**config.mk**
```make
export PLATFORM = sky130hd
export DESIGN_NAME = ivc_err_unit
export DESIGN_NICKNAME = d
export VERILOG_FILES = /design/src/rtl/ivc_pkg.sv /design/src/rtl/ivc_sample_div.sv /design/src/rtl/ivc_err_unit.sv
export SDC_FILE = /design/constraint.sdc
export NUM_CORES = 1
export LEC_CHECK = 0
export BUFFER_PORTS_ARGS = -buffer_cell sky130_fd_sc_hd__buf_4
export CAP_MARGIN = 15
export CELL_PAD_IN_SITES_DETAIL_PLACEMENT = 1
export CELL_PAD_IN_SITES_GLOBAL_PLACEMENT = 2
export CORE_MARGIN = 1.5
export CORE_UTILIZATION = 19
export DETAILED_ROUTE_END_ITERATION = 16
export MAX_ROUTING_LAYER = met4
export PLACE_DENSITY = 0.82
export RECOVER_POWER = 50
export SLEW_MARGIN = 20
export SYNTH_ARGS = -nofsm -noshare
export SYNTH_HDL_FRONTEND = slang
export SYNTH_SLANG_ARGS = --single-unit
export TNS_END_PERCENT = 1
```
**constraint.sdc**
```tcl
create_clock -name clk -period 2 [get_ports clk]
set_clock_uncertainty 0.15 [all_clocks]
set_input_delay 0.1 -clock clk [delete_from_list [all_inputs] [get_ports clk]]
set_output_delay 0.1 -clock clk [all_outputs]
set_load 0.02 [all_outputs]
```
**src/rtl/ivc_pkg.sv**
```systemverilog
// Shared constants and carrier types for the invalid-operation, invalid-address
// and operand store/fetch error indication block.
// Assumes a single 100 MHz clock and an APB master with 32-bit data.
package ivc_pkg;

    // Register byte offsets on the APB bus
    localparam logic [31:0] IVC_ADDR_IND   = 32'h0000_0000; // Sticky indicator bits, write one to clear
    localparam logic [31:0] IVC_ADDR_MASK  = 32'h0000_0004; // Interrupt mask, same layout as indicator
    localparam logic [31:0] IVC_ADDR_CTRL  = 32'h0000_0008; // Control: interrupt enable
    localparam logic [31:0] IVC_ADDR_STATE = 32'h0000_000c; // Read-only view of latches and triggers

    // Indicator register bit positions
    localparam int IVC_IND_OP_BIT    = 15; // Invalid operation code
    localparam int IVC_IND_AD_BIT    = 16; // Invalid address
    localparam int IVC_IND_STORE_BIT = 19; // Operand store error
    localparam int IVC_IND_FETCH_BIT = 20; // Operand fetch error

    // Implemented indicator bits; all others read as zero
    localparam logic [31:0] IVC_IND_IMPL = 32'h0019_8000;

    // Control register field and reset values
    localparam int IVC_CTRL_IEN_BIT = 0;
    localparam logic IVC_CTRL_IEN_RESET = 1'b1;
    localparam logic [31:0] IVC_IND_RESET = 32'h0000_0000;
    localparam logic [31:0] IVC_MASK_RESET = 32'h0000_0000;

    // Sampling cadence of the lookahead and indicator stages, in clocks
    localparam int IVC_SAMPLE_DIV = 4;

    // Number of distinct store and fetch error setting terms
    localparam int IVC_STORE_TERMS = 15;
    localparam int IVC_FETCH_TERMS = 14;

    // APB request from the master
    typedef struct packed {
        logic psel;
        logic penable;
        logic pwrite;
        logic [31:0] paddr;
        logic [31:0] pwdata;
    } ivc_apb_req_t;

    // APB answer to the master
    typedef struct packed {
        logic [31:0] prdata;
        logic pready;
        logic pslverr;
    } ivc_apb_rsp_t;

    // Decoded error conditions from the instruction and lookahead units
    typedef struct packed {
        logic iu_op_bad;          // Instruction unit decode found no valid operation
        logic vfl_op_bad;         // Variable field length operation invalid
        logic fp_op_bad;          // Floating point operation invalid
        logic io_op_bad;          // Input/output operation invalid
        logic vfl_addr_bad;       // Variable field length address nonexistent
        logic fp_addr_bad;        // Floating point address nonexistent
        logic io_addr_bad;        // Input/output address nonexistent
        logic iu_reg_addr_bad;    // Register address invalid in preparation
        logic iu_branch_addr_bad; // Branch address invalid in preparation
        logic iu_counter_addr_bad;// Counter address invalid in preparation
        logic vfl_fp_instr;       // Current instruction is variable field length or floating point
        logic instr_loc_bad;      // Location of the instruction itself does not exist
        logic left_addr_bad;      // Left half-word address nonexistent
        logic right_addr_bad;     // Right half-word address nonexistent
    } ivc_cond_t;

    // Whole state of the error block
    typedef struct packed {
        logic op_trig;
        logic lh_latch;
        logic rh_latch;
        logic addr_trig;
        logic st_latch;
        logic st_trig;
        logic ft_latch;
        logic ft_trig;
        logic ien;
        logic [31:0] ind;
        logic [31:0] mask;
        logic [31:0] prdata;
        logic pready;
        logic pslverr;
        logic irq;
    } ivc_state_t;

endpackage

```
**src/rtl/ivc_sample_div.sv**
```systemverilog
// Divider that yields the one-cycle sampling enable for the error pipeline.
// Assumes the same clock and synchronous active-low reset as the main block.
module ivc_sample_div #(
    parameter int DIV = ivc_pkg::IVC_SAMPLE_DIV
) (
    // Clock and reset
    input wire logic clk,
    input wire logic rst_b,
    // Sampling enable
    output logic tick
);
    import ivc_pkg::*;

    localparam int CW = (DIV > 1) ? $clog2(DIV) : 1;
    localparam logic [CW-1:0] LAST = CW'(DIV - 1);

    // Divider state: count plus registered pulse
    typedef struct packed {
        logic [CW-1:0] cnt;
        logic tick;
    } ivc_div_state_t;

    ivc_div_state_t s;      // Current state
    ivc_div_state_t next_s; // Next state

    // Count up to the last value, then pulse and wrap
    always_comb begin
        next_s = s;
        next_s.tick = 1'b0;
        if (s.cnt == LAST) begin
            next_s.cnt = '0;
            next_s.tick = 1'b1;
        end else begin
            next_s.cnt = s.cnt + CW'(1);
        end
    end

    // State register
    always_ff @(posedge clk) begin
        if (!rst_b) begin
            s <= '0;
        end else begin
            s <= next_s;
        end
    end

    assign tick = s.tick;
endmodule

```
**src/rtl/ivc_err_unit.sv**
```systemverilog
// Error detection and indication for invalid operation codes, invalid
// addresses and operand store or fetch errors, with an APB register file.
// Assumes all condition inputs come from logic on clk; APB master on clk.
//
// Function
// - Sampled op-code trigger sets indicator bit 15
// - Op-code trigger set by decode, VARIABLE_FIELD_LENGTH, FP, I/O
// - Sampled address trigger sets indicator bit 16
// - Lookahead address trigger set by VARIABLE_FIELD_LENGTH/FP/IO addresses
// - Register, branch, counter address errors set it too
// - Half latches need missing instruction location for VARIABLE_FIELD_LENGTH/FP
// - Operand store error latch set by store terms while interrupt enable is set
// - Store latch sampled into lookahead store trigger
// - Store trigger sampled into indicator bit 19
// - Fetch latch to trigger to indicator bit 20
module ivc_err_unit #(
    parameter int SAMPLE_DIV = ivc_pkg::IVC_SAMPLE_DIV,
    parameter int STORE_TERMS = ivc_pkg::IVC_STORE_TERMS,
    parameter int FETCH_TERMS = ivc_pkg::IVC_FETCH_TERMS
) (
    // Clock and reset
    input wire logic clk,
    input wire logic rst_b,
    // APB slave
    input wire ivc_pkg::ivc_apb_req_t apb_req,
    output ivc_pkg::ivc_apb_rsp_t apb_rsp,
    // Error conditions from the instruction and lookahead units
    input wire ivc_pkg::ivc_cond_t cond,
    input wire logic [STORE_TERMS-1:0] store_terms,
    input wire logic [FETCH_TERMS-1:0] fetch_terms,
    // Indication
    output logic [31:0] indicator,
    output logic irq
);
    import ivc_pkg::*;

    ivc_state_t s;      // Current state
    ivc_state_t next_s; // Next state
    logic tick;         // Sampling enable from the divider

    // Combinational helpers
    logic setup;              // APB setup cycle
    logic access;             // APB access completes at this edge
    logic wr;                 // Write completes at this edge
    logic mapped;             // Setup address hits a register
    logic [31:0] rd_mux;      // Read data chosen in setup
    logic [31:0] ind_clr;     // Write-one-to-clear bits
    logic [31:0] ind_set;     // Bits set by sampling
    logic op_set;             // Op-code trigger setting term
    logic lh_set;             // Left half latch setting term
    logic rh_set;             // Right half latch setting term
    logic addr_set;           // Address trigger direct setting term
    logic st_set;             // Store latch setting term
    logic ft_set;             // Fetch latch setting term

    // Sampling cadence shared by lookahead and indicator stages
    ivc_sample_div #(
        .DIV(SAMPLE_DIV)
    ) u_div (
        .clk(clk),
        .rst_b(rst_b),
        .tick(tick)
    );

    // Setting terms of the instruction-unit latches and lookahead triggers
    always_comb begin
        // Decode plus the three execution families all raise the op-code trigger
        op_set = cond.iu_op_bad | cond.vfl_op_bad | cond.fp_op_bad | cond.io_op_bad;
        // For VARIABLE_FIELD_LENGTH/FP the half latches only arm when the instruction location is missing
        lh_set = cond.left_addr_bad & (~cond.vfl_fp_instr | cond.instr_loc_bad);
        rh_set = cond.right_addr_bad & (~cond.vfl_fp_instr | cond.instr_loc_bad);
        // Execution-family address faults go straight to the lookahead trigger
        addr_set = cond.vfl_addr_bad | cond.fp_addr_bad | cond.io_addr_bad;
        // Preparation-time address faults join the same trigger
        addr_set = addr_set | cond.iu_reg_addr_bad | cond.iu_branch_addr_bad
            | cond.iu_counter_addr_bad;
        // Every store term is gated by interrupt enable
        st_set = s.ien & (|store_terms);
        // Fetch terms carry the same enable gate
        ft_set = s.ien & (|fetch_terms);
    end

    // APB decode; answers are prepared in the setup cycle
    always_comb begin
        setup = apb_req.psel & ~apb_req.penable;
        access = apb_req.psel & apb_req.penable & s.pready;
        wr = access & apb_req.pwrite;
        mapped = 1'b1;
        case (apb_req.paddr)
            IVC_ADDR_IND: begin
                rd_mux = s.ind;
            end
            IVC_ADDR_MASK: begin
                rd_mux = s.mask;
            end
            IVC_ADDR_CTRL: begin
                rd_mux = {31'h0000_0000, s.ien};
            end
            IVC_ADDR_STATE: begin
                rd_mux = {23'h00_0000, s.ien, s.ft_trig, s.ft_latch, s.st_trig, s.st_latch,
                    s.addr_trig, s.rh_latch, s.lh_latch, s.op_trig};
            end
            default: begin
                // Unmapped: read zero and flag an error
                rd_mux = 32'h0000_0000;
                mapped = 1'b0;
            end
        endcase
        if (wr && apb_req.paddr == IVC_ADDR_IND) begin
            ind_clr = apb_req.pwdata & IVC_IND_IMPL;
        end else begin
            ind_clr = 32'h0000_0000;
        end
    end

    // Indicator bits captured from the lookahead triggers at each sample
    always_comb begin
        ind_set = 32'h0000_0000;
        if (tick) begin
            ind_set[IVC_IND_OP_BIT] = s.op_trig;
            ind_set[IVC_IND_AD_BIT] = s.addr_trig;
            ind_set[IVC_IND_STORE_BIT] = s.st_trig;
            ind_set[IVC_IND_FETCH_BIT] = s.ft_trig;
        end
    end

    // Next state; every sticky bit lets a new set win over a same-cycle clear
    always_comb begin
        next_s = s;
        // Op-code trigger holds until sampled into the indicator
        next_s.op_trig = (s.op_trig & ~tick) | op_set;
        // Half latches feed the address trigger at the sample point
        next_s.lh_latch = (s.lh_latch & ~tick) | lh_set;
        next_s.rh_latch = (s.rh_latch & ~tick) | rh_set;
        next_s.addr_trig = (s.addr_trig & ~tick) | addr_set
            | (tick & (s.lh_latch | s.rh_latch));
        // Store chain: latch, then lookahead trigger, one sample apart
        next_s.st_latch = (s.st_latch & ~tick) | st_set;
        next_s.st_trig = (s.st_trig & ~tick) | (tick & s.st_latch);
        // Fetch chain mirrors the store chain
        next_s.ft_latch = (s.ft_latch & ~tick) | ft_set;
        next_s.ft_trig = (s.ft_trig & ~tick) | (tick & s.ft_latch);
        // Indicator: set beats write-one-to-clear
        next_s.ind = ((s.ind & ~ind_clr) | ind_set) & IVC_IND_IMPL;
        // Software writes to mask and control
        if (wr && apb_req.paddr == IVC_ADDR_MASK) begin
            next_s.mask = apb_req.pwdata & IVC_IND_IMPL;
        end
        if (wr && apb_req.paddr == IVC_ADDR_CTRL) begin
            next_s.ien = apb_req.pwdata[IVC_CTRL_IEN_BIT];
        end
        // Bus answer: one access cycle, no wait states
        next_s.pready = setup;
        if (setup) begin
            next_s.prdata = rd_mux;
            next_s.pslverr = ~mapped;
        end else begin
            next_s.prdata = 32'h0000_0000;
            next_s.pslverr = 1'b0;
        end
        // Level interrupt computed from the next values so it tracks the bits exactly
        next_s.irq = |(next_s.ind & next_s.mask);
    end

    // State register
    always_ff @(posedge clk) begin
        if (!rst_b) begin
            s <= '0;
            s.ien <= IVC_CTRL_IEN_RESET;
            s.ind <= IVC_IND_RESET;
            s.mask <= IVC_MASK_RESET;
        end else begin
            s <= next_s;
        end
    end

    // Outputs straight from flip-flops
    assign apb_rsp.prdata = s.prdata;
    assign apb_rsp.pready = s.pready;
    assign apb_rsp.pslverr = s.pslverr;
    assign indicator = s.ind;
    assign irq = s.irq;
endmodule

```
* After elaboration in Yosys (flattened, before gate mapping)
Index checks and enable logic that the tools add are counted.
Word-level totals: register bits after elaboration 83, input bits 112
Operators by class: add/subtract/negate cells 1, equal/unequal tests 4, multiplexer cells 7, bitwise operators 47, reduce and logical (&&, ||, !) cells 10
Operators with widths (count):
- $pmux 32 s4 | 1
- $eq 32x4->1 const B | 2
- $and 21x32->32 | 1
- $eq 32x3->1 const B | 1
- $logic_not 32->1 | 1
- $mux 32 | 1
- $reduce_or 32->1 | 1
- $and 21x21->21 | 1
- $mux 21 | 1
- $not 21->21 | 1
- $or 21x21->21 | 1
- $and 1x1->1 | 19
- $or 1x1->1 | 19
- $reduce_or 15->1 | 1
- $reduce_or 14->1 | 1
- $not 1->1 | 5
- $mux 2 | 2
- $reduce_or 4->1 | 1
- $logic_and 1x1->1 | 3
- $add 2x1->2 const B | 1
- $eq 2x2->1 const B | 1
- $mux 1 | 2
- $reduce_and 2->1 | 1
- $reduce_or 2->1 | 1

* Logic depth before layout (Yosys ltp)
depth in word-level cells 10, mapped depth 6, depth with buffers taken out 5

* Cells and area by module
A second synthesis with hierarchy kept.
Second synthesis, totals: cells, all modules 235, area total of the unflattened synthesis 2168.3 um2
Modules (own cells, without submodules):
- ivc_err_unit | instances 1, cells each 228, area an instance 2067.0 um2, sequential area each 660.6 um2
- ivc_sample_div | instances 1, cells each 7, area an instance 101.3 um2, sequential area each 60.1 um2

* Least setup slack after synthesis
No wires, ideal clock.
path type register to register, start register u_div.s, in the netlist u_div.tick, end register s, in the netlist irq, library setup time 0.129 ns, arrival time 1.121 ns, data required time 1.721 ns, slack 0.601 ns, cell stages (with the launch flop) 6, buffers on the path 1, path through dfxtp_1 > buf_2 > a2111oi_0 > a311oi_1 > o21ai_1 > nand4_1
Between the ends: word-level cells in the longest chain between the ends 4
Ends and longest elaborated chain:
- start: declaration | line ivc_sample_div.sv:23 | ivc_div_state_t s;
- start signal: assignment | line ivc_sample_div.sv:43 | s <= next_s;
- $mux 2 | line ivc_err_unit.sv:119 | if (tick) begin
- $or 21x21->21 (*) | line ivc_err_unit.sv:144 | next_s.ind = ((s.ind & ~ind_clr) | ind_set) & IVC_IND_IMPL;
- $and 21x32->32 (*) | line ivc_err_unit.sv:162 | next_s.irq = |(next_s.ind & next_s.mask);
- $reduce_or 32->1 (*) | line ivc_err_unit.sv:162
- end signal: assignment | line ivc_err_unit.sv:173 | s <= next_s;
- end: declaration | line ivc_err_unit.sv:37 | ivc_state_t s;
Every way passes the cells marked *; elsewhere a longest branch is shown, timed or not. A chain may end at the register's enable or synchronous reset.

* Final worst setup path
start input apb_req[65] (netlist bit), end register s, in the netlist irq
Between the ends: word-level cells in the longest chain between the ends 10
Ends and longest elaborated chain:
- start: declaration | line ivc_err_unit.sv:25 | input wire ivc_pkg::ivc_apb_req_t apb_req,
- $and 1x1->1 (*) (2 in series) | line ivc_err_unit.sv:86 | access = apb_req.psel & apb_req.penable & s.pready;
- $and 1x1->1 (*) | line ivc_err_unit.sv:87 | wr = access & apb_req.pwrite;
- $logic_and 1x1->1 | line ivc_err_unit.sv:109 | if (wr && apb_req.paddr == IVC_ADDR_IND) begin
- $mux 21 | line ivc_err_unit.sv:109
- $not 21->21 | line ivc_err_unit.sv:144
- $and 21x21->21 | line ivc_err_unit.sv:144
- $or 21x21->21 | line ivc_err_unit.sv:144
- $and 21x32->32 (*) | line ivc_err_unit.sv:162
- $reduce_or 32->1 (*) | line ivc_err_unit.sv:162
Marks and branches as above.

==> metrics.yaml <==
logic_synthesis:
  synth.ff_latch_count: 36
  synth_top_area_cell: "dfxtp_1"
  synth.cell_area_sq_mm: 0.00211
  synthCells: 232
  yosysWarnings: 0
  synth.distinct_cells: 41
  syn_avg_cell_area_sq_um: 9.08
  synth_edf_count: 0
  synth_top_area_share_pct: 34.2
  synth_seq_area_share_pct: 34.2
  synth.area.top_cells: "dfxtp_1, buf_4, nor4_4"
  synth-main-ff-cell: "dfxtp_1"
  async_flop_share_pct: 0
clock_network:
  post_cts_hold_buffer_count: 12
  clockRootBuffer: "clkbuf_8"
  post_cts_resized: 0
  worstSkewPairLatency_ns: 0.30
  cts_buffers: 5
  cts_tree: "yes"
  cts_sinks: 36
  clk_path_buf_depth: 2
  cts_setup_buffers: 0
  htreeDepth: 2
  path_clk_slew_ns: 0.06
finish:
  drive_above_1_share_pct: 31.5
  antenna_cells: 0
  nNetsFinal: 442
  syn2layout_area_growth_pct: 35.9
  fin_area_sq_mm: 0.00286
sta:
  rsz0062_at_grt: "no"
  setup_viol: 0
  drv_slew: 0
  post-route-min-period_ns: 1.81
  worst_slew_pin_slew_ns: 0.515
  worst_hold_slack_ns: 0.00515
  worst_slack_ns: 0.187
  max_freq_mhz: 551
  post-route-period-util_pct: 90.7
  relSlewSlack_pct: 65.7
  hold_viol: 0
  setup_tns_ns: 0
routing:
  wire_per_inst_um: 13.3
  drc: 0
  via_per_inst: 3.97
  drt-total-wl_um: 6260
  via_count: 1868
  dr.pass1.iters: 4
  drtAntennaViolNets: 0
  drtIter0Drc: 47
min_path:
  hold_path_class: "input port to flip-flop"
  holdPathStages: 2
floorplan:
  num_rows: 38
  start_util_pct: 19.4
  boundaryPins: 179
  die_y_um: 108
  core-area_sq_mm: 0.0108
  die_w_um: 108
  dieArea_sq_mm: 0.0117
worst_setup_path:
  endpoint_kind: "flip-flop"
  cp.buffers_inverters: 2
  crit_cells: 7
  cp_slowest_stage_delay_ns: 0.53
  start_kind: "input port"
  critPathSlowestCell: "dlygate4sd3_1"
  crit_family: "buffers and inverters"
  r2r.worst_path.cells: 5
  crit_required_ns: 2.00
  crit_top_cell: "nand4_1"
  path_cells: "dlygate4sd3_1, buf_4, nand4_1, nor3_1, a41oi_1, o22ai_1, nand4_1"
  crit_fanout: 3
  crit_arrival_ns: 1.81
  crit_type: "input port to flip-flop"
placement:
  dp_slack_ns: 0.0931
  io_buffers: 104
  placedInstanceArea_sq_mm: 0.00271
  place.gp.congestion: 0.776
  hpwl_um: 5220
power:
  p_leak_nw: 1.25
  peakVddDrop_mv: 0.266
  power-per-cell-area_mw_per_mm2: 587
  totalPowerFinal_w: 0.00168
grt:
  grt_pass1_wl_um: 9400
  grt_pass1_vias: 1908
  antenna_found_initial: 0
  grt_use_total_pct: 10.7
  overflow: 0
  grt_max_degree: 16
run:
  max-cap-violations: 0
outcome:
  status: "complete, no violations"
## worst reg2reg max path, cell delays in order (launching register included)
cell and delay (ns):
dfxtp_1 0.34, nand4_1 0.16, nor3_1 0.37, a41oi_1 0.20
o22ai_1 0.21, nand4_1 0.14
## state kept, by name, summed over array words and instances, names as in the netlist, named ones only
signal      cells
apb_rsp        15
s              11
indicator       4
u_div.s         2
irq             1
u_div.tick      1
## Yosys cell counts (2+ instances only)
master,number
a2111oi_0,2
a21oi_1,5
a22oi_1,2
a311oi_1,2
a31oi_1,3
a41oi_1,4
and2_1,11
and4_1,5
buf_2,5
buf_4,66
dfxtp_1,36
inv_1,5
mux2i_1,7
nand2_1,7
nand2b_1,3
nand3_1,3
nand4_1,2
nand4_2,2
nor2_1,18
nor3_1,3
nor4_1,11
nor4_2,3
nor4_4,4
o21a_1,2
o21ai_1,2
o22ai_1,2
o31a_1,2
or2_1,2
## power breakdown
| group | total (W) | switching [W] | internal [W] |
|---|---|---|---|
| clock network | 0.000628 | 0.000258 | 0.000370 |
| registers | 0.000747 | 0.0000133 | 0.000734 |
| logic | 0.000306 | 0.000160 | 0.000146 |
## cells by family after synthesis
kind of cell / synth area share (%)
adder cells (fa/ha/maj): 0.594
AND/OR/NAND/NOR: 26.4
multiplexers: 3.33
other: 0.178
buffers and inverters: 26.0
flip-flops: 34.2
AO/OA/AOI/OAI: 9.33
## path summary, 6_finish.rpt
kind | startpoint | slack, ns | end
max | apb_req[65] | 0.19 | irq
min | apb_req[66] | 0.005 | apb_rsp[1]
max reg2reg | apb_rsp[1] | 0.29 | irq
min reg2reg | u_div.s[1] | 0.30 | u_div.s[1]
## placed cells by master, fill, tap and decap left out, types with 4 or more instances in the layout
master | Yosys | layout
nor4_1 | 11 | 11
clkbuf_1 | 1 | 21
and2_1 | 11 | 11
a41oi_1 | 4 | 4
mux2i_1 | 7 | 7
conb_1 | 1 | 47
dfxtp_1 | 36 | 36
clkbuf_8 | 0 | 5
and4_1 | 5 | 5
nand2_1 | 7 | 7
nor4_4 | 4 | 4
nor2_1 | 18 | 18
buf_4 | 66 | 84
a21oi_1 | 5 | 5
inv_1 | 5 | 6
dlygate4sd3_1 | 0 | 12
## stage by stage
stage	util (%)	std cells
floorplan	-	278
global placement	25.0	450
detailed placement	25.0	450
CTS	27.1	470
global route	26.4	470
finish	26.4	470
## layer usage
metal | vias up | wire [um] | track usage (%)
li1 | 897 | - | -
met1 | 885 | 2330 | 11.3
met2 | 77 | 3400 | 19.6
met3 | 9 | 397 | 2.11
met4 | 0 | 125 | 4.23
met5 | - | 0 | -
## cell type report
class                   count  area (sq um)
clock buffers               6          72.6
fillers                  1326          7980
multi-input cells         164          1010
flip-flops and latches     36           721
repair buffers            116           826
well taps                 140           175
clock inverters             2          35.0
inverters                   6          22.5
(Power assumes the default switching activity.)
